==> src/logic/tfp_pkg.sv <==
// Package for the two-wire flash programming link registers
package tfp_pkg;

	// Link register select values
	localparam logic [7:0] SEL_PART_ID_LO  = 8'h00;
	localparam logic [7:0] SEL_REVISION_LO = 8'h01;
	localparam logic [7:0] SEL_CONTROL     = 8'h02;
	localparam logic [7:0] SEL_DATA        = 8'hB4;
	localparam logic [7:0] SEL_PART_ID     = 8'hFD;
	localparam logic [7:0] SEL_REVISION    = 8'hFE;

	// Reset values
	localparam logic [7:0] RST_SELECT  = 8'h00;
	localparam logic [7:0] RST_CONTROL = 8'h00;
	localparam logic [7:0] RST_DATA    = 8'h00;

	// Unlock codes, in order
	localparam logic [7:0] UNLOCK_FIRST  = 8'h02;
	localparam logic [7:0] UNLOCK_SECOND = 8'h01;

	// Flash command codes
	localparam logic [7:0] CMD_BLOCK_READ  = 8'h06;
	localparam logic [7:0] CMD_BLOCK_WRITE = 8'h07;
	localparam logic [7:0] CMD_PAGE_ERASE  = 8'h08;
	localparam logic [7:0] CMD_DEVICE_ERASE = 8'h03;

	// Link instruction codes, two bits sent first bit LSB
	localparam logic [1:0] INS_DATA_READ  = 2'h0;
	localparam logic [1:0] INS_DATA_WRITE = 2'h1;
	localparam logic [1:0] INS_ADDR_READ  = 2'h2;
	localparam logic [1:0] INS_ADDR_WRITE = 2'h3;

	// Frame layout
	localparam logic [2:0] INS_LAST_BIT  = 3'h1;
	localparam logic [2:0] BYTE_LAST_BIT = 3'h7;
	localparam logic [2:0] CNT_ZERO      = 3'h0;
	localparam logic [2:0] CNT_ONE       = 3'h1;

	typedef enum logic [3:0] {
		LINK_IDLE  = 4'h1,
		LINK_INS   = 4'h2,
		LINK_WDATA = 4'h4,
		LINK_RDATA = 4'h8
	} tfp_link_st_t;

	typedef enum logic [2:0] {
		UNL_LOCKED = 3'h1,
		UNL_FIRST  = 3'h2,
		UNL_OPEN   = 3'h4
	} tfp_unlock_st_t;

	typedef enum logic [2:0] {
		FCMD_BLOCK_READ   = 3'h1,
		FCMD_BLOCK_WRITE  = 3'h2,
		FCMD_PAGE_ERASE   = 3'h3,
		FCMD_DEVICE_ERASE = 3'h4,
		FCMD_NONE         = 3'h0
	} tfp_fcmd_t;

	// Request to the flash engine
	typedef struct packed {
		logic      valid;
		logic      is_cmd;
		tfp_fcmd_t cmd;
		logic [7:0] value;
	} tfp_flash_req_t;

	localparam tfp_flash_req_t REQ_IDLE = '{1'b0, 1'b0, FCMD_NONE, 8'h00};

endpackage

==> src/logic/tfp_link_regs.sv <==
// Two-wire debug link slave with flash programming registers
`timescale 1ns/10ps
module tfp_link_regs #(
	parameter logic [7:0] PART_ID  = 8'hA5, // Arbitrary value
	parameter logic [7:0] REVISION = 8'h5A  // Arbitrary value
) (
	input  wire logic                    SYS_CLK_I,
	input  wire logic                    RESETN_I,
	input  wire logic                    LINK_CLOCK_PIN_I,
	input  wire logic                    LINK_DATA_PIN_I,
	output logic                         LINK_DATA_PIN_O,
	output logic                         LINK_DATA_OE_O,
	output logic                         CORE_HALT_O,
	output logic                         PROG_ENABLE_O,
	output tfp_pkg::tfp_flash_req_t      FLASH_REQ_O,
	input  wire logic                    FLASH_DONE_I,
	input  wire logic                    FLASH_RDATA_VALID_I,
	input  wire logic [7:0]              FLASH_RDATA_I
);
	import tfp_pkg::*;

	////////////////////////////////////////////////////////////////////////
	// Pin synchronisers; the link clock is sampled, not used as a clock
	logic       clk_s1_ff, clk_s2_ff, clk_prev_ff;
	logic       dat_s1_ff, dat_s2_ff;
	logic       link_rise, link_fall;

	always_ff @(posedge SYS_CLK_I or negedge RESETN_I)
	begin
		if (!RESETN_I)
		begin
			clk_s1_ff   <= 1'b0;
			clk_s2_ff   <= 1'b0;
			clk_prev_ff <= 1'b0;
			dat_s1_ff   <= 1'b0;
			dat_s2_ff   <= 1'b0;
		end
		else
		begin
			clk_s1_ff   <= LINK_CLOCK_PIN_I;
			clk_s2_ff   <= clk_s1_ff;
			clk_prev_ff <= clk_s2_ff;
			dat_s1_ff   <= LINK_DATA_PIN_I;
			dat_s2_ff   <= dat_s1_ff;
		end
	end

	assign link_rise = clk_s2_ff & ~clk_prev_ff;
	assign link_fall = ~clk_s2_ff & clk_prev_ff;

	////////////////////////////////////////////////////////////////////////
	// Register file state
	logic [7:0]     select_ff, nxt_select;
	logic [7:0]     control_ff, nxt_control;
	logic [7:0]     data_ff, nxt_data;
	tfp_unlock_st_t unl_ff, nxt_unl;
	logic           want_cmd_ff, nxt_want_cmd;
	tfp_flash_req_t req_ff, nxt_req;

	// Read mux for data reads
	function automatic logic [7:0] read_target(input logic [7:0] sel, input logic [7:0] ctl,
		input logic [7:0] dat);
		logic [7:0] r;
		r = 8'h00;
		if (sel == SEL_PART_ID || sel == SEL_PART_ID_LO)
			r = PART_ID;
		else if (sel == SEL_REVISION || sel == SEL_REVISION_LO)
			r = REVISION;
		else if (sel == SEL_CONTROL)
			r = ctl;
		else if (sel == SEL_DATA)
			r = dat;
		return r;
	endfunction

	function automatic tfp_fcmd_t decode_cmd(input logic [7:0] b);
		tfp_fcmd_t c;
		c = FCMD_NONE;
		if (b == CMD_BLOCK_READ)
			c = FCMD_BLOCK_READ;
		else if (b == CMD_BLOCK_WRITE)
			c = FCMD_BLOCK_WRITE;
		else if (b == CMD_PAGE_ERASE)
			c = FCMD_PAGE_ERASE;
		else if (b == CMD_DEVICE_ERASE)
			c = FCMD_DEVICE_ERASE;
		return c;
	endfunction

	////////////////////////////////////////////////////////////////////////
	// Link framing: start bit 1, two instruction bits, then eight data bits
	tfp_link_st_t lst_ff, nxt_lst;
	logic [2:0]   cnt_ff, nxt_cnt;
	logic [1:0]   ins_ff, nxt_ins;
	logic [7:0]   sh_ff, nxt_sh;
	logic         dout_ff, nxt_dout;
	logic         oe_ff, nxt_oe;
	logic         halt_ff, nxt_halt;
	logic         wr_ff, nxt_wr;

	always_comb
	begin
		nxt_lst  = lst_ff;
		nxt_cnt  = cnt_ff;
		nxt_ins  = ins_ff;
		nxt_sh   = sh_ff;
		nxt_dout = dout_ff;
		nxt_oe   = oe_ff;
		nxt_wr   = 1'b0;
		case (lst_ff)
			LINK_IDLE:
				if (link_rise && dat_s2_ff)
				begin
					nxt_lst = LINK_INS;
					nxt_cnt = CNT_ZERO;
				end
			LINK_INS:
				if (link_rise)
				begin
					nxt_ins = {dat_s2_ff, ins_ff[1]};
					nxt_cnt = cnt_ff + CNT_ONE;
					if (cnt_ff == INS_LAST_BIT)
					begin
						nxt_cnt = CNT_ZERO;
						if (ins_ff[1] == 1'b0) // First bit is the read/write flag
							nxt_lst = LINK_RDATA;
						else
							nxt_lst = LINK_WDATA;
						if (ins_ff[1] == 1'b0)
						begin
							if (dat_s2_ff)
								nxt_sh = select_ff;
							else
								nxt_sh = read_target(select_ff, control_ff, data_ff);
							nxt_dout = nxt_sh[0];
							nxt_sh   = {1'b0, nxt_sh[7:1]};
							nxt_oe   = 1'b1;
						end
					end
				end
			LINK_WDATA:
				if (link_rise)
				begin
					nxt_sh  = {dat_s2_ff, sh_ff[7:1]};
					nxt_cnt = cnt_ff + CNT_ONE;
					if (cnt_ff == BYTE_LAST_BIT)
					begin
						nxt_wr  = 1'b1;
						nxt_lst = LINK_IDLE;
					end
				end
			LINK_RDATA:
			begin
				if (link_fall && cnt_ff != CNT_ZERO)
				begin
					nxt_dout = sh_ff[0];
					nxt_sh   = {1'b0, sh_ff[7:1]};
				end
				if (link_rise)
				begin
					nxt_cnt = cnt_ff + CNT_ONE;
					if (cnt_ff == BYTE_LAST_BIT)
					begin
						nxt_oe  = 1'b0;
						nxt_lst = LINK_IDLE;
					end
				end
			end
			default:
				nxt_lst = LINK_IDLE;
		endcase
		// Halt stays asserted for the whole frame so user pins stay parked
		nxt_halt = (nxt_lst != LINK_IDLE);
	end

	always_ff @(posedge SYS_CLK_I or negedge RESETN_I)
	begin
		if (!RESETN_I)
		begin
			lst_ff  <= LINK_IDLE;
			cnt_ff  <= CNT_ZERO;
			ins_ff  <= 2'h0;
			sh_ff   <= 8'h00;
			dout_ff <= 1'b0;
			oe_ff   <= 1'b0;
			halt_ff <= 1'b0;
			wr_ff   <= 1'b0;
		end
		else
		begin
			lst_ff  <= nxt_lst;
			cnt_ff  <= nxt_cnt;
			ins_ff  <= nxt_ins;
			sh_ff   <= nxt_sh;
			dout_ff <= nxt_dout;
			oe_ff   <= nxt_oe;
			halt_ff <= nxt_halt;
			wr_ff   <= nxt_wr;
		end
	end

	////////////////////////////////////////////////////////////////////////
	// Register writes, unlock sequence and flash requests
	always_comb
	begin
		nxt_select   = select_ff;
		nxt_control  = control_ff;
		nxt_data     = data_ff;
		nxt_unl      = unl_ff;
		nxt_want_cmd = want_cmd_ff;
		nxt_req      = REQ_IDLE;
		if (FLASH_RDATA_VALID_I)
			nxt_data = FLASH_RDATA_I;
		if (wr_ff && ins_ff[1])
			nxt_select = sh_ff;
		else if (wr_ff && select_ff == SEL_CONTROL)
		begin
			nxt_control = sh_ff;
			case (unl_ff)
				UNL_LOCKED:
					nxt_unl = (sh_ff == UNLOCK_FIRST) ? UNL_FIRST : UNL_LOCKED;
				UNL_FIRST:
					if (sh_ff == UNLOCK_SECOND)
						nxt_unl = UNL_OPEN;
					else if (sh_ff == UNLOCK_FIRST)
						nxt_unl = UNL_FIRST;
					else
						nxt_unl = UNL_LOCKED;
				UNL_OPEN:
					nxt_unl = UNL_OPEN;
				default:
					nxt_unl = UNL_LOCKED;
			endcase
		end
		else if (wr_ff && select_ff == SEL_DATA)
		begin
			nxt_data = sh_ff;
			// Unknown command codes are dropped so a stray byte cannot start work
			if (unl_ff == UNL_OPEN)
			begin
				if (want_cmd_ff)
				begin
					if (decode_cmd(sh_ff) != FCMD_NONE)
					begin
						nxt_req      = '{1'b1, 1'b1, decode_cmd(sh_ff), sh_ff};
						nxt_want_cmd = 1'b0;
					end
				end
				else
					nxt_req = '{1'b1, 1'b0, FCMD_NONE, sh_ff};
			end
		end
		// Engine done wins over a command taken in the same cycle
		if (FLASH_DONE_I)
			nxt_want_cmd = 1'b1;
	end

	always_ff @(posedge SYS_CLK_I or negedge RESETN_I)
	begin
		if (!RESETN_I)
		begin
			select_ff   <= RST_SELECT;
			control_ff  <= RST_CONTROL;
			data_ff     <= RST_DATA;
			unl_ff      <= UNL_LOCKED;
			want_cmd_ff <= 1'b1;
			req_ff      <= REQ_IDLE;
		end
		else
		begin
			select_ff   <= nxt_select;
			control_ff  <= nxt_control;
			data_ff     <= nxt_data;
			unl_ff      <= nxt_unl;
			want_cmd_ff <= nxt_want_cmd;
			req_ff      <= nxt_req;
		end
	end

	////////////////////////////////////////////////////////////////////////
	// Outputs
	assign LINK_DATA_PIN_O = dout_ff;
	assign LINK_DATA_OE_O  = oe_ff;
	assign CORE_HALT_O     = halt_ff;
	// One-hot open bit, so the output is a flop with no decode behind it
	assign PROG_ENABLE_O   = unl_ff[2];
	assign FLASH_REQ_O     = req_ff;

endmodule // tfp_link_regs

==> config.mk <==
export PLATFORM = sky130hd
export DESIGN_NAME = tfp_link_regs
export DESIGN_NICKNAME = d
export VERILOG_FILES = /design/src/logic/tfp_pkg.sv /design/src/logic/tfp_link_regs.sv
export SDC_FILE = /design/constraint.sdc
export NUM_CORES = 1
export LEC_CHECK = 0
export BUFFER_PORTS_ARGS = -buffer_cell sky130_fd_sc_hd__buf_2
export CORE_MARGIN = 3
export CORE_UTILIZATION = 40
export DETAILED_ROUTE_END_ITERATION = 8
export PLACE_DENSITY_LB_ADDON = 0.15
export RECOVER_POWER = 25
export SLEW_MARGIN = 25
export SYNTH_ARGS = -nofsm -noshare
export SYNTH_HDL_FRONTEND = slang
export SYNTH_SLANG_ARGS = --single-unit
==> constraint.sdc <==
create_clock -name SYS_CLK_I -period 1.8 [get_ports SYS_CLK_I]
set_input_delay 0.18 -clock SYS_CLK_I [delete_from_list [all_inputs] [get_ports SYS_CLK_I]]
set_output_delay 0.18 -clock SYS_CLK_I [all_outputs]
set_load 0.02 [all_outputs]
Word-level counts from Yosys, hierarchy flattened --
Cells that the tools add are included.
Storage, ports and cells: register bits after elaboration 67, word-level logic and storage cells 149
Operators by class: $add $sub $neg 1, eq/ne operators 32, multiplexer cells 66, bitwise gates (word level) 5, reductions and logical operators 23
Operators with widths (number):
- 2-to-1 mux 8 bit | 14
- 2-to-1 mux 13 bit | 6
- 2-to-1 mux 3 bit | 14
- == test 8 x 2 -> 1 bit (second input constant) | 3
- == test 8 bit (second input constant) | 3
- 2-to-1 mux 4 bit | 6
- case mux 8 bit (3 select lines) | 1
- != test 2 bit (second input constant) | 10
- 2-to-1 mux 1 bit | 19
- case mux 3 bit (3 select lines) | 2
- == test 8 x 1 -> 1 bit (second input constant) | 2
- == test 8 x 3 -> 1 bit (second input constant) | 2
- case mux 4 bit (3 select lines) | 1
- AND reduction 6 bit | 2
- nonzero test 3 bit | 4
- == test 8 x 4 -> 1 bit (second input constant) | 1
- logical NOT 8 bit | 1
- AND reduction 4 bit | 2
- == test 3 x 1 -> 1 bit (second input constant) | 2
- == test 3 bit (second input constant) | 2
- nonzero test 2 bit | 3
- logical AND 1 bit | 5
- AND reduction 5 bit | 1
- == test 4 x 1 -> 1 bit (second input constant) | 1
- 14 further kinds | 20

Longest topological paths before layout --
Gate-level depths: netlist of run 1.
depth after elaboration 18, gate-level depth with buffers 8

Worst setup path after synthesis of run 1 --
OpenSTA, ideal clock, no wires.
kind flip-flop to flip-flop, from reg cnt_ff[1], to reg sh_ff[5], library setup time 103 ps, data arrival time 1859 ps, slack -162 ps, cell stages (with the launch flop) 8, path buffers 1, path through dfrtp_1 > inv_1 > ha_1 > nand4bb_4 > o21a_1 > a2111o_1 > buf_6 > o41ai_2
On the way: longest elaborated chain between the ends 4
RTL lines:
- start, declared | RTL line tfp_link_regs.sv:93 | logic [2:0] cnt_ff, nxt_cnt;
- start signal, assigned | RTL line tfp_link_regs.sv:192 | cnt_ff <= nxt_cnt;
- nonzero test 3 bit | RTL line tfp_link_regs.sv:154 | if (link_fall && cnt_ff != CNT_ZERO)
- logical AND 1 bit | RTL line tfp_link_regs.sv:154
- != test 2 bit (no source line)
- AND reduction 6 bit (no source line) *
- end signal, assigned | RTL line tfp_link_regs.sv:194 | sh_ff <= nxt_sh;
- end, declared | RTL line tfp_link_regs.sv:95 | logic [7:0] sh_ff, nxt_sh;
Mark *: on every way between the ends. The rest lies on a longest branch, timed or not. A chain may end at the register's enable or synchronous reset.

Worst setup path after layout of run 1 --
from reg cnt_ff[1], to reg sh_ff[3]
Same word-level chain as after synthesis.

==> metrics, run 1 <==
Clock Latency Late Sink=350 ps; die height=95.8 um; all-layer global routing usage=approximately 18%; FF-to-FF End=sh_ff[3]$_DFFE_PN0P_; Die ar.=9170 um2; Die Wd=~96 um; post-synthesis cell type count=58; DR WL/cell=between 15 and 20 um; PwrDens=roughly 790 nW/um2; Synth Cell Area=3220 um2; Post-Layout Cell Count=478; post-route cell area=between 4000 and 5000 um2; area share of fa/ha/maj cells after synthesis=under 10%; synth top area cells=dfrtp_1 49%, mux2_2 5.6%, mux2i_1 3.7%; core area=7770 um2; CP arrival=2090 ps; clock power share=roughly 42%; # diodes=0; max_cap viols=0; Internal Power=2.47 mW; Slew headroom=41.4%; VDD IR-drop max=0.334 mV; GP Congestion=about 0.80; Max H-tree Level=3; vias in the first global route=roughly 2,400; final period utilization=103%; HP Start=FLASH_RDATA_I[0]; CP Cell Sequence=inv_2, ha_4, nand4bb_4, o21a_1, a2111o_1, buf_12, o41ai_2; Syn Nets=approximately 310; worst stage delay on the critical path=about 400 ps; R2R depth=7; initial antenna violation count=0; total negative slack=-106 ps; via count=about 2,500; CTS root buf=clkbuf_8; PnR worst setup slack=-53.3 ps; share of cells above drive strength 1=36.7%; warnings from Yosys=0; worst-margin pin slew=between 800 and 900 ps; sequential fraction of the synthesis area=between 50% and 60%; via/cell ratio=around 5.2; Final Setup Violations=3; Syn Area/Cell=between 10 and 15 um2; proportion of synthesized area in mux cells=approximately a tenth; # IOs=31; Post-synth EDFFs=0; Hold Path Sink=data_ff[0]$_DFF_PN0_; crit path max fanout=15; Hold Path Class=in2reg; Psw=just over 800 uW; Syn-to-layout area delta=28.6%; Power Total=approximately 3.3 mW; hpwl dp=~5300 um; post-layout min period=between 1500 and 2000 ps; #FFs+latches synth=66; startpoint types=flop; clock sinks=66; CTS tree=yes; Slowest-stage cell, CP=dfrtp_1; first-pass GRT wire length=about 12,000 um; FF+latch area=approximately 1700 um2; DR pass1 iterations=4; leak pwr=about 2.0 nW; register share of total power=48.1%; Starting Density=between 40% and 50%; f_max=around 540 MHz; final hold vios=0; Multi-input gate area=between 1500 and 2000 um2; floorplan row count=32; placed cell area=~3800 um2; outcome=complete, but fails checks; Remaining DRCs=0; Port-buffer cells=30; DP Worst Slack=-119 ps; top cell type's share of synthesized area=between 40 and 50%; XOR/XNOR share of the synthesized area=less than 1%; final antenna-violating net count=0; final WL=approximately 7500 um; worst path required time=between 2000 and 2500 ps; Crit. Startpoint=cnt_ff[1]$_DFFE_PN0P_; Final Core Density=53.4%; synth cell count leaders=63 x dfrtp_1, 22 x nor2_1, 19 x a21oi_1, 19 x nand2_1, 16 x mux2_2; Slew Viols, Final=0; Max Buffers Root-to-Sink=2; Post-Synthesis Cells=around 300; Setup CP Type=reg2reg; number of placed cells counting well taps=roughly 460; Gate power share=9.8%; # fillers=721; critical path endpoint category=flop; Worst R2R Start=cnt_ff[1]$_DFFE_PN0P_; RSZ-0062 raised after global routing=yes; Simple-Gate Fraction of Synth Area=approximately 18%; Clock Skew=about 18 ps; compound-gate portion of the synthesized area=16.3%; CTS buffer count=9; Clk pin slew, worst setup/hold paths=~80 ps; post-synthesis async set-or-reset flop share=between 90% and 100%; switching portion of total power=roughly 25%; largest net degree at the start of global routing=67; failing checks=setup timing; global route overflow=0; largest family of logic cells by synthesized area=simple AND/OR/NAND/NOR gates; Fin Hold WS=about 150 ps; dominant cell type by area after synthesis=dfrtp_1; count leader, synth=dfrtp_1; hold path cells=3; initial DRC count=between 100 and 150; nets=389; R2R Setup Slk=-50 ps; top_reg_cell synth=dfrtp_1
## worst max-delay path: cells and delay by family (launching register included)
kind	cells	cell delay, ps
AOI/OAI and AO/OA	3	850
DFF	1	400
adders and majority gates	1	140
buffers and inverters	2	260
and+or+nand+nor	1	100
## routing by layer
metal	vias to the layer above	wire [um]	global-route usage [%]
li1	1232	-	-
met1	1190	3400	22.0
met2	58	3640	30.0
met3	7	341	4.22
met4	0	82	4.98
met5	-	0	0
## flip-flops by register name, summed over array words and instances (netlist names), 3 cells and up
| name | flops |
|---|---|
| lst_ff | 4 |
| FLASH_REQ_O | 13 |
| data_ff | 8 |
| unl_ff | 3 |
| sh_ff | 8 |
| cnt_ff | 3 |
| control_ff | 8 |
| select_ff | 8 |
## what timing repair did
| item | in CTS | in global routing |
|---|---|---|
| hold buffers | 4 | 0 |
| endpoints found under the setup margin | 7 | 34 |
| pin swaps | 1 | 3 |
| hold endpoints to repair | 66 | 0 |
| setup buffers | 1 | 2 |
| gates resized for setup | 8 | 13 |
## worst max-delay path by stage
stage,end,slack (ps),cells after the start
final,sh_ff[3]$_DFFE_PN0P_,-50,7
after global routing,sh_ff[3]$_DFFE_PN0P_,-150,7
after CTS,sh_ff[3]$_DFFE_PN0P_,-70,7
after detailed placement,sh_ff[3]$_DFFE_PN0P_,-120,7
after global placement,sh_ff[2]$_DFFE_PN0P_,-90,7
after floorplan,sh_ff[5]$_DFFE_PN0P_,-20,7
## layout by cell type (no fill, tap or decap), types with 3 or more instances in the layout
| cell type | count |
|---|---|
| and2_1 | 9 |
| o21a_1 | 3 |
| clkbuf_8 | 9 |
| buf_4 | 44 |
| buf_2 | 30 |
| nor2b_1 | 9 |
| nand2b_1 | 5 |
| o21ai_0 | 8 |
| o22ai_1 | 3 |
| nand3b_1 | 4 |
| a211oi_1 | 6 |
| inv_1 | 7 |
| a22o_1 | 3 |
| dlygate4sd3_1 | 4 |
| dfrtp_1 | 60 |
| nand3_1 | 3 |
| nand4_1 | 5 |
| mux2_2 | 16 |
| a221o_1 | 5 |
| nand2_1 | 19 |
| a21oi_1 | 19 |
| mux2i_1 | 12 |
| nor2_1 | 22 |
| o221ai_1 | 3 |
| dfstp_2 | 3 |
| o41ai_2 | 4 |
| dfrtp_2 | 3 |
## cell type report
cell class	count	area share, %
Sequential cell	66	40.0
Multi-Input combinational cell	204	37.3
Timing Repair Buffer	81	13.5
Clock buffer	10	3.08
Tap cell	102	3.08
Clock inverter	6	2.23
Inverter	9	0.814
## power groups by stage
stage	Clock, mW	Combinational [mW]	Sequential [mW]
6_report	1.38	0.323	1.58
5_1_grt	1.49	0.355	1.59
4_1_cts	1.43	0.327	1.58
3_5_place_dp	0	0.318	1.61
3_3_place_gp	0	0.319	1.60
2_1_floorplan	0	0.143	1.60
## logic make-up (layout without fill, tap and decap cells)
group	count (synthesis)	after routing
simple gates	96	96
compound gates	74	74
flops	66	66
mux	28	28
buf+inv	25	106
fa+ha+maj	4	4
xor+xnor	2	2
Note: power is estimated with default switching activity, not from simulation.
==> inputs of run 2 (changes only) <==
Settings changed: CORE_ASPECT_RATIO from default to 1.25, RECOVER_POWER 25 to default.
==> metrics, run 2 (synthesis results as in run 1) <==
f_max=about 520 MHz; worst path required time=approximately 2000 ps; via count=2,637; startpoint types=flop; share of cells above drive strength 1=~42%; # diodes=0; PnR worst setup slack=-114 ps; DR pass1 iterations=4; die height=between 100 and 150 um; Hold Path Class=in2reg; Fin Hold WS=9.98 ps; Final Setup Violations=7; Post-Layout Cell Count=approximately 480; hold path cells=2; post-layout min period=about 1900 ps; Multi-input gate area=between 1500 and 2000 um2; # fillers=between 700 and 800; GP Congestion=roughly 0.82; Starting Density=about two fifths; vias in the first global route=between 2,000 and 3,000; core area=7840 um2; initial antenna violation count=0; Largest register FFs=13; DP Worst Slack=-173 ps; Slew headroom=slightly below 70%; FF+latch area=about 1700 um2; first-pass GRT wire length=between 10,000 and 15,000 um; Clock Latency Late Sink=between 300 and 400 ps; global route overflow=0; total negative slack=-549 ps; Die ar.=roughly 9200 um2; DR WL/cell=about 17 um; CTS tree=yes; commonest non-fill, non-tap cell in the layout=dfrtp_1; CP arrival=2140 ps; Remaining DRCs=0; leak pwr=between 2 and 2.5 nW; hpwl dp=slightly below 6000 um; Max H-tree Level=3; nets=400; CTS root buf=clkbuf_8; critical path endpoint category=flop; failing checks=setup timing; post-route cell area=4310 um2; CTS buffer count=9; final antenna-violating net count=0; final hold vios=0; clock sinks=66; Clock Skew=11.8 ps; largest net degree at the start of global routing=67; VDD IR-drop max=0.687 mV; Power Total=roughly 3.4 mW; Max Buffers Root-to-Sink=2; max_cap viols=0; Port-buffer cells=30; worst-margin pin slew=roughly 480 ps; placed cell area=roughly 3800 um2; final period utilization=106%; Syn-to-layout area delta=33.7%; Slew Viols, Final=0; R2R depth=6; RSZ-0062 raised after global routing=yes; Setup CP Type=reg2reg; floorplan row count=36; final WL=a little over 8000 um; PwrDens=~780 nW/um2; outcome=complete, but fails checks; Clk pin slew, worst setup/hold paths=80 ps; most frequent cells in the layout=61 x dfrtp_1, 55 x buf_4, 30 x buf_2; initial DRC count=90; Final Core Density=approximately 55%; crit path max fanout=10; number of placed cells counting well taps=451; all-layer global routing usage=between 10% and 20%; Die Wd=between 80 and 90 um; # IOs=31; via/cell ratio=around 5.5
==> run 2: path summary, 6_finish.rpt <==
path | end | slack [ps] | from
min in group asynchronous | FLASH_REQ_O[12]$_DFF_PN0_ | 370 | RESETN_I
max reg2reg | sh_ff[0]$_DFFE_PN0P_ | -110 | lst_ff[2]$_DFF_PN0_
min reg2reg | clk_s2_ff$_DFF_PN0_ | 350 | clk_s1_ff$_DFF_PN0_
max in group asynchronous | unl_ff[0]$_DFFE_PN1P_ | 1090 | RESETN_I
max | sh_ff[0]$_DFFE_PN0P_ | -110 | lst_ff[2]$_DFF_PN0_
min | want_cmd_ff$_DFFE_PN1P_ | 10 | FLASH_DONE_I
==> run 2: critical path, cell delays in order, from the launching register on <==
cell and delay [ps]:
dfrtp_2 440, buf_4 150, xor2_1 170, and2_2 270, a221o_1 270, a211oi_1 360, o41ai_4 120
==> run 2: repair_timing <==
item	in CTS	in global routing
buffers inserted	12	1
setup endpoints to repair	19	22
endpoints found under the hold margin	65	0
cloned	1	0
resized for setup	20	19
pin swaps	7	4
hold buffers	3	0
==> run 2: power breakdown <==
| part | switching, mW | internal (mW) |
|---|---|---|
| clock | 0.625 | 0.788 |
| combinational | 0.192 | 0.175 |
| sequential | 0.0512 | 1.54 |
==> run 2: cell type report <==
class | count | area share [%]
inverters | 9 | 0.784
clock buffers | 9 | 2.87
clock inverters | 7 | 2.35
well taps | 95 | 2.76
repair buffers | 92 | 15.2
flip-flops and latches | 66 | 38.5
multi-input cells | 204 | 37.6
==> run 2: routing by layer <==
layer | track usage (%) | vias to the layer above | routed length, um
met4 | 7.46 | 0 | 133
met2 | 35.3 | 50 | 4450
met3 | 3.64 | 12 | 270
li1 | - | 1257 | -
met1 | 22.7 | 1318 | 3400
met5 | 0 | - | 0
==> inputs of run 3 (changes only) <==
Settings changed: ABC_AREA from default to 1.
==> metrics, run 3 <==
R2R depth=10; Internal Power=about 2.6 mW; post-route cell area=roughly 3900 um2; outcome=completed; leak pwr=about 2.1 nW; hold path cells=3; DR WL/cell=between 10 and 15 um; hpwl dp=slightly above 6000 um; core area=~8000 um2; top_reg_cell synth=dfrtp_1; placed cell area=around 3600 um2; top cell type's share of synthesized area=between 40 and 50%; sequential fraction of the synthesis area=49.5%; Hold Path Class=in2reg; largest net degree at the start of global routing=67; via/cell ratio=4.99; DR pass1 iterations=5; clock power share=about two fifths; floorplan row count=36; f_max=approximately 610 MHz; Post-synth EDFFs=0; Gate power share=between 10 and 15%; most frequent cells in the layout=121 x nand2_1, 63 x dfrtp_1, 58 x nor2_1; Synth Cell Area=approximately 3300 um2; clock sinks=between 60 and 70; Post-Layout Cell Count=~580; Slew headroom=66.0%; Slew Viols, Final=0; via count=roughly 2,900; global route overflow=0; post-synthesis async set-or-reset flop share=between 90% and 100%; synth cell count leaders=122 x nand2_1, 63 x dfrtp_1, 59 x nor2_1, 47 x inv_1, 44 x nand3_1; final antenna-violating net count=0; Starting Density=41.9%; # fillers=~800; Syn Nets=about 440; CP Cell Sequence=inv_1, ha_1, nand2_1, nor2_4, nand2_1, nand2_2, nand4_4, buf_4, nand2_1, nand2_1; Multi-input gate area=1460 um2; Setup CP Type=reg2reg; final WL=8430 um; Worst R2R Start=cnt_ff[1]$_DFFE_PN0P_; Largest register FFs=13; Die Wd=87.8 um; die height=108 um; Clock Skew=between 10 and 15 ps; commonest non-fill, non-tap cell in the layout=nand2_1; R2R Setup Slk=between 100 and 150 ps; Syn Area/Cell=between 7 and 8 um2; switching portion of total power=between 20 and 30%; max_cap viols=0; worst-margin pin slew=508 ps; worst stage delay on the critical path=approximately 400 ps; Psw=1.10 mW; Final Core Density=between 40% and 50%; Slowest-stage cell, CP=dfrtp_1; vias in the first global route=~2,800; warnings from Yosys=0; HP Start=FLASH_DONE_I; initial DRC count=143; Remaining DRCs=0; Die ar.=9500 um2; Max H-tree Level=3; all-layer global routing usage=19.0%; nets=a little under 500; CTS tree=yes; Clk pin slew, worst setup/hold paths=roughly 70 ps; Hold Path Sink=want_cmd_ff$_DFFE_PN1P_; CTS root buf=clkbuf_8; FF-to-FF End=sh_ff[6]$_DFFE_PN0P_; number of placed cells counting well taps=roughly 550; dominant cell type by area after synthesis=dfrtp_1; final hold vios=0; final period utilization=slightly above 90%; share of cells above drive strength 1=20.2%; initial antenna violation count=0; startpoint types=flop; # diodes=0; worst path required time=around 2000 ps; synth top area cells=dfrtp_1 47%, nand2_1 14%, nor2_1 6.6%; CTS buffer count=9; first-pass GRT wire length=roughly 14,000 um; crit path max fanout=7; count leader, synth=nand2_1; CP arrival=about 1900 ps; #FFs+latches synth=66; # IOs=31; post-layout min period=around 1700 ps; PwrDens=roughly 930 nW/um2; GP Congestion=0.940; Post-Synthesis Cells=~430; register share of total power=between 40% and 50%; critical path endpoint category=flop; VDD IR-drop max=~0.60 mV; Clock Latency Late Sink=roughly 360 ps; Final Setup Violations=0; Syn-to-layout area delta=17.6%; FF+latch area=about 1700 um2; Max Buffers Root-to-Sink=2; Port-buffer cells=30; post-synthesis cell type count=31; most used cell, CP=nand2_1
[run 3: cell types whose count changed in the layout (fill, tap and decap cells not counted), moves of 12 or more]
cell and delta:
nand2_1 +107, inv_1 +40, nand3_1 +41, o21ai_0 +13
buf_4 -43, mux2_2 -16, mux2i_1 -12, nor2_1 +36
[run 3: power groups by stage]
stage          Sequential (mW)  Combinational (mW)  Clock, mW
5_1_grt                   1.73               0.622       1.50
3_5_place_dp              1.73               0.533          0
3_3_place_gp              1.73               0.528          0
6_report                  1.71               0.546       1.41
2_1_floorplan             1.71               0.333          0
4_1_cts                   1.71               0.539       1.43
[run 3: logic make-up after synthesis]
logic type / share of synthesized area, %
and+or+nand+nor: 33.8
DFF: 49.5
buffers and inverters: 7.41
AOI/OAI and AO/OA: 7.82
adders and majority gates: 1.50
[run 3: area by class of cell]
cell class                      instances  area share (%)
Clock buffer                           10            3.25
Inverter                               50            4.78
Timing Repair Buffer                   46            7.39
Tap cell                               95            3.02
Sequential cell                        66            42.1
Clock inverter                          6            2.29
Multi-Input combinational cell        302            37.2
[run 3: how the worst max path moves through the flow]
stage | startpoint | end | slack (ps) | cells after the start
floorplan | cnt_ff[1]$_DFFE_PN0P_ | sh_ff[0]$_DFFE_PN0P_ | 350 | 11
global placement | select_ff[1]$_DFFE_PN0P_ | LINK_DATA_PIN_O$_DFFE_PN0P_ | 90 | 8
detailed placement | select_ff[1]$_DFFE_PN0P_ | LINK_DATA_PIN_O$_DFFE_PN0P_ | 100 | 8
CTS | select_ff[1]$_DFFE_PN0P_ | LINK_DATA_PIN_O$_DFFE_PN0P_ | 80 | 8
global route | select_ff[1]$_DFFE_PN0P_ | data_ff[5]$_DFF_PN0_ | -20 | 5
finish | cnt_ff[1]$_DFFE_PN0P_ | sh_ff[6]$_DFFE_PN0P_ | 150 | 10
[run 3: layer usage]
metal / up-vias / share of wire [%] / GRT usage (%)
met2: 86 / 50 / 31.7
met5: - / 0 / 0
li1: 1452 / - / -
met4: 0 / 1.7 / 6.03
met3: 13 / 4.6 / 4.34
met1: 1321 / 44 / 24.3
[run 3: timing repair]
action                     4_1_cts  5_1_grt
hold buffers                     3        0
gates resized for setup          0        3
setup endpoints to repair        0        9
buffers inserted                 0        2
hold endpoints to repair        65        0
[run 3: worst max-delay path, delay by kind of cell, from the launching register on]
family	cells	cell delay [ps]
and+or+nand+nor	7	720
DFF	1	400
buffers and inverters	2	270
adders and majority gates	1	140
[run 3: stage by stage]
| stage | total power [mW] | setup slack, ps | hold slack, ps | setup TNS [ps] |
|---|---|---|---|---|
| CTS | 3.68 | 75.5 | 23.9 | 0 |
| global route | 3.85 | -15.2 | 24.6 | -20.2 |
| finish | 3.66 | 149 | 28.1 | 0 |
| floorplan | 2.05 | 347 | -116 | 0 |
| detailed placement | 2.27 | 96.3 | 226 | 0 |
| global placement | 2.26 | 93.2 | 230 | 0 |
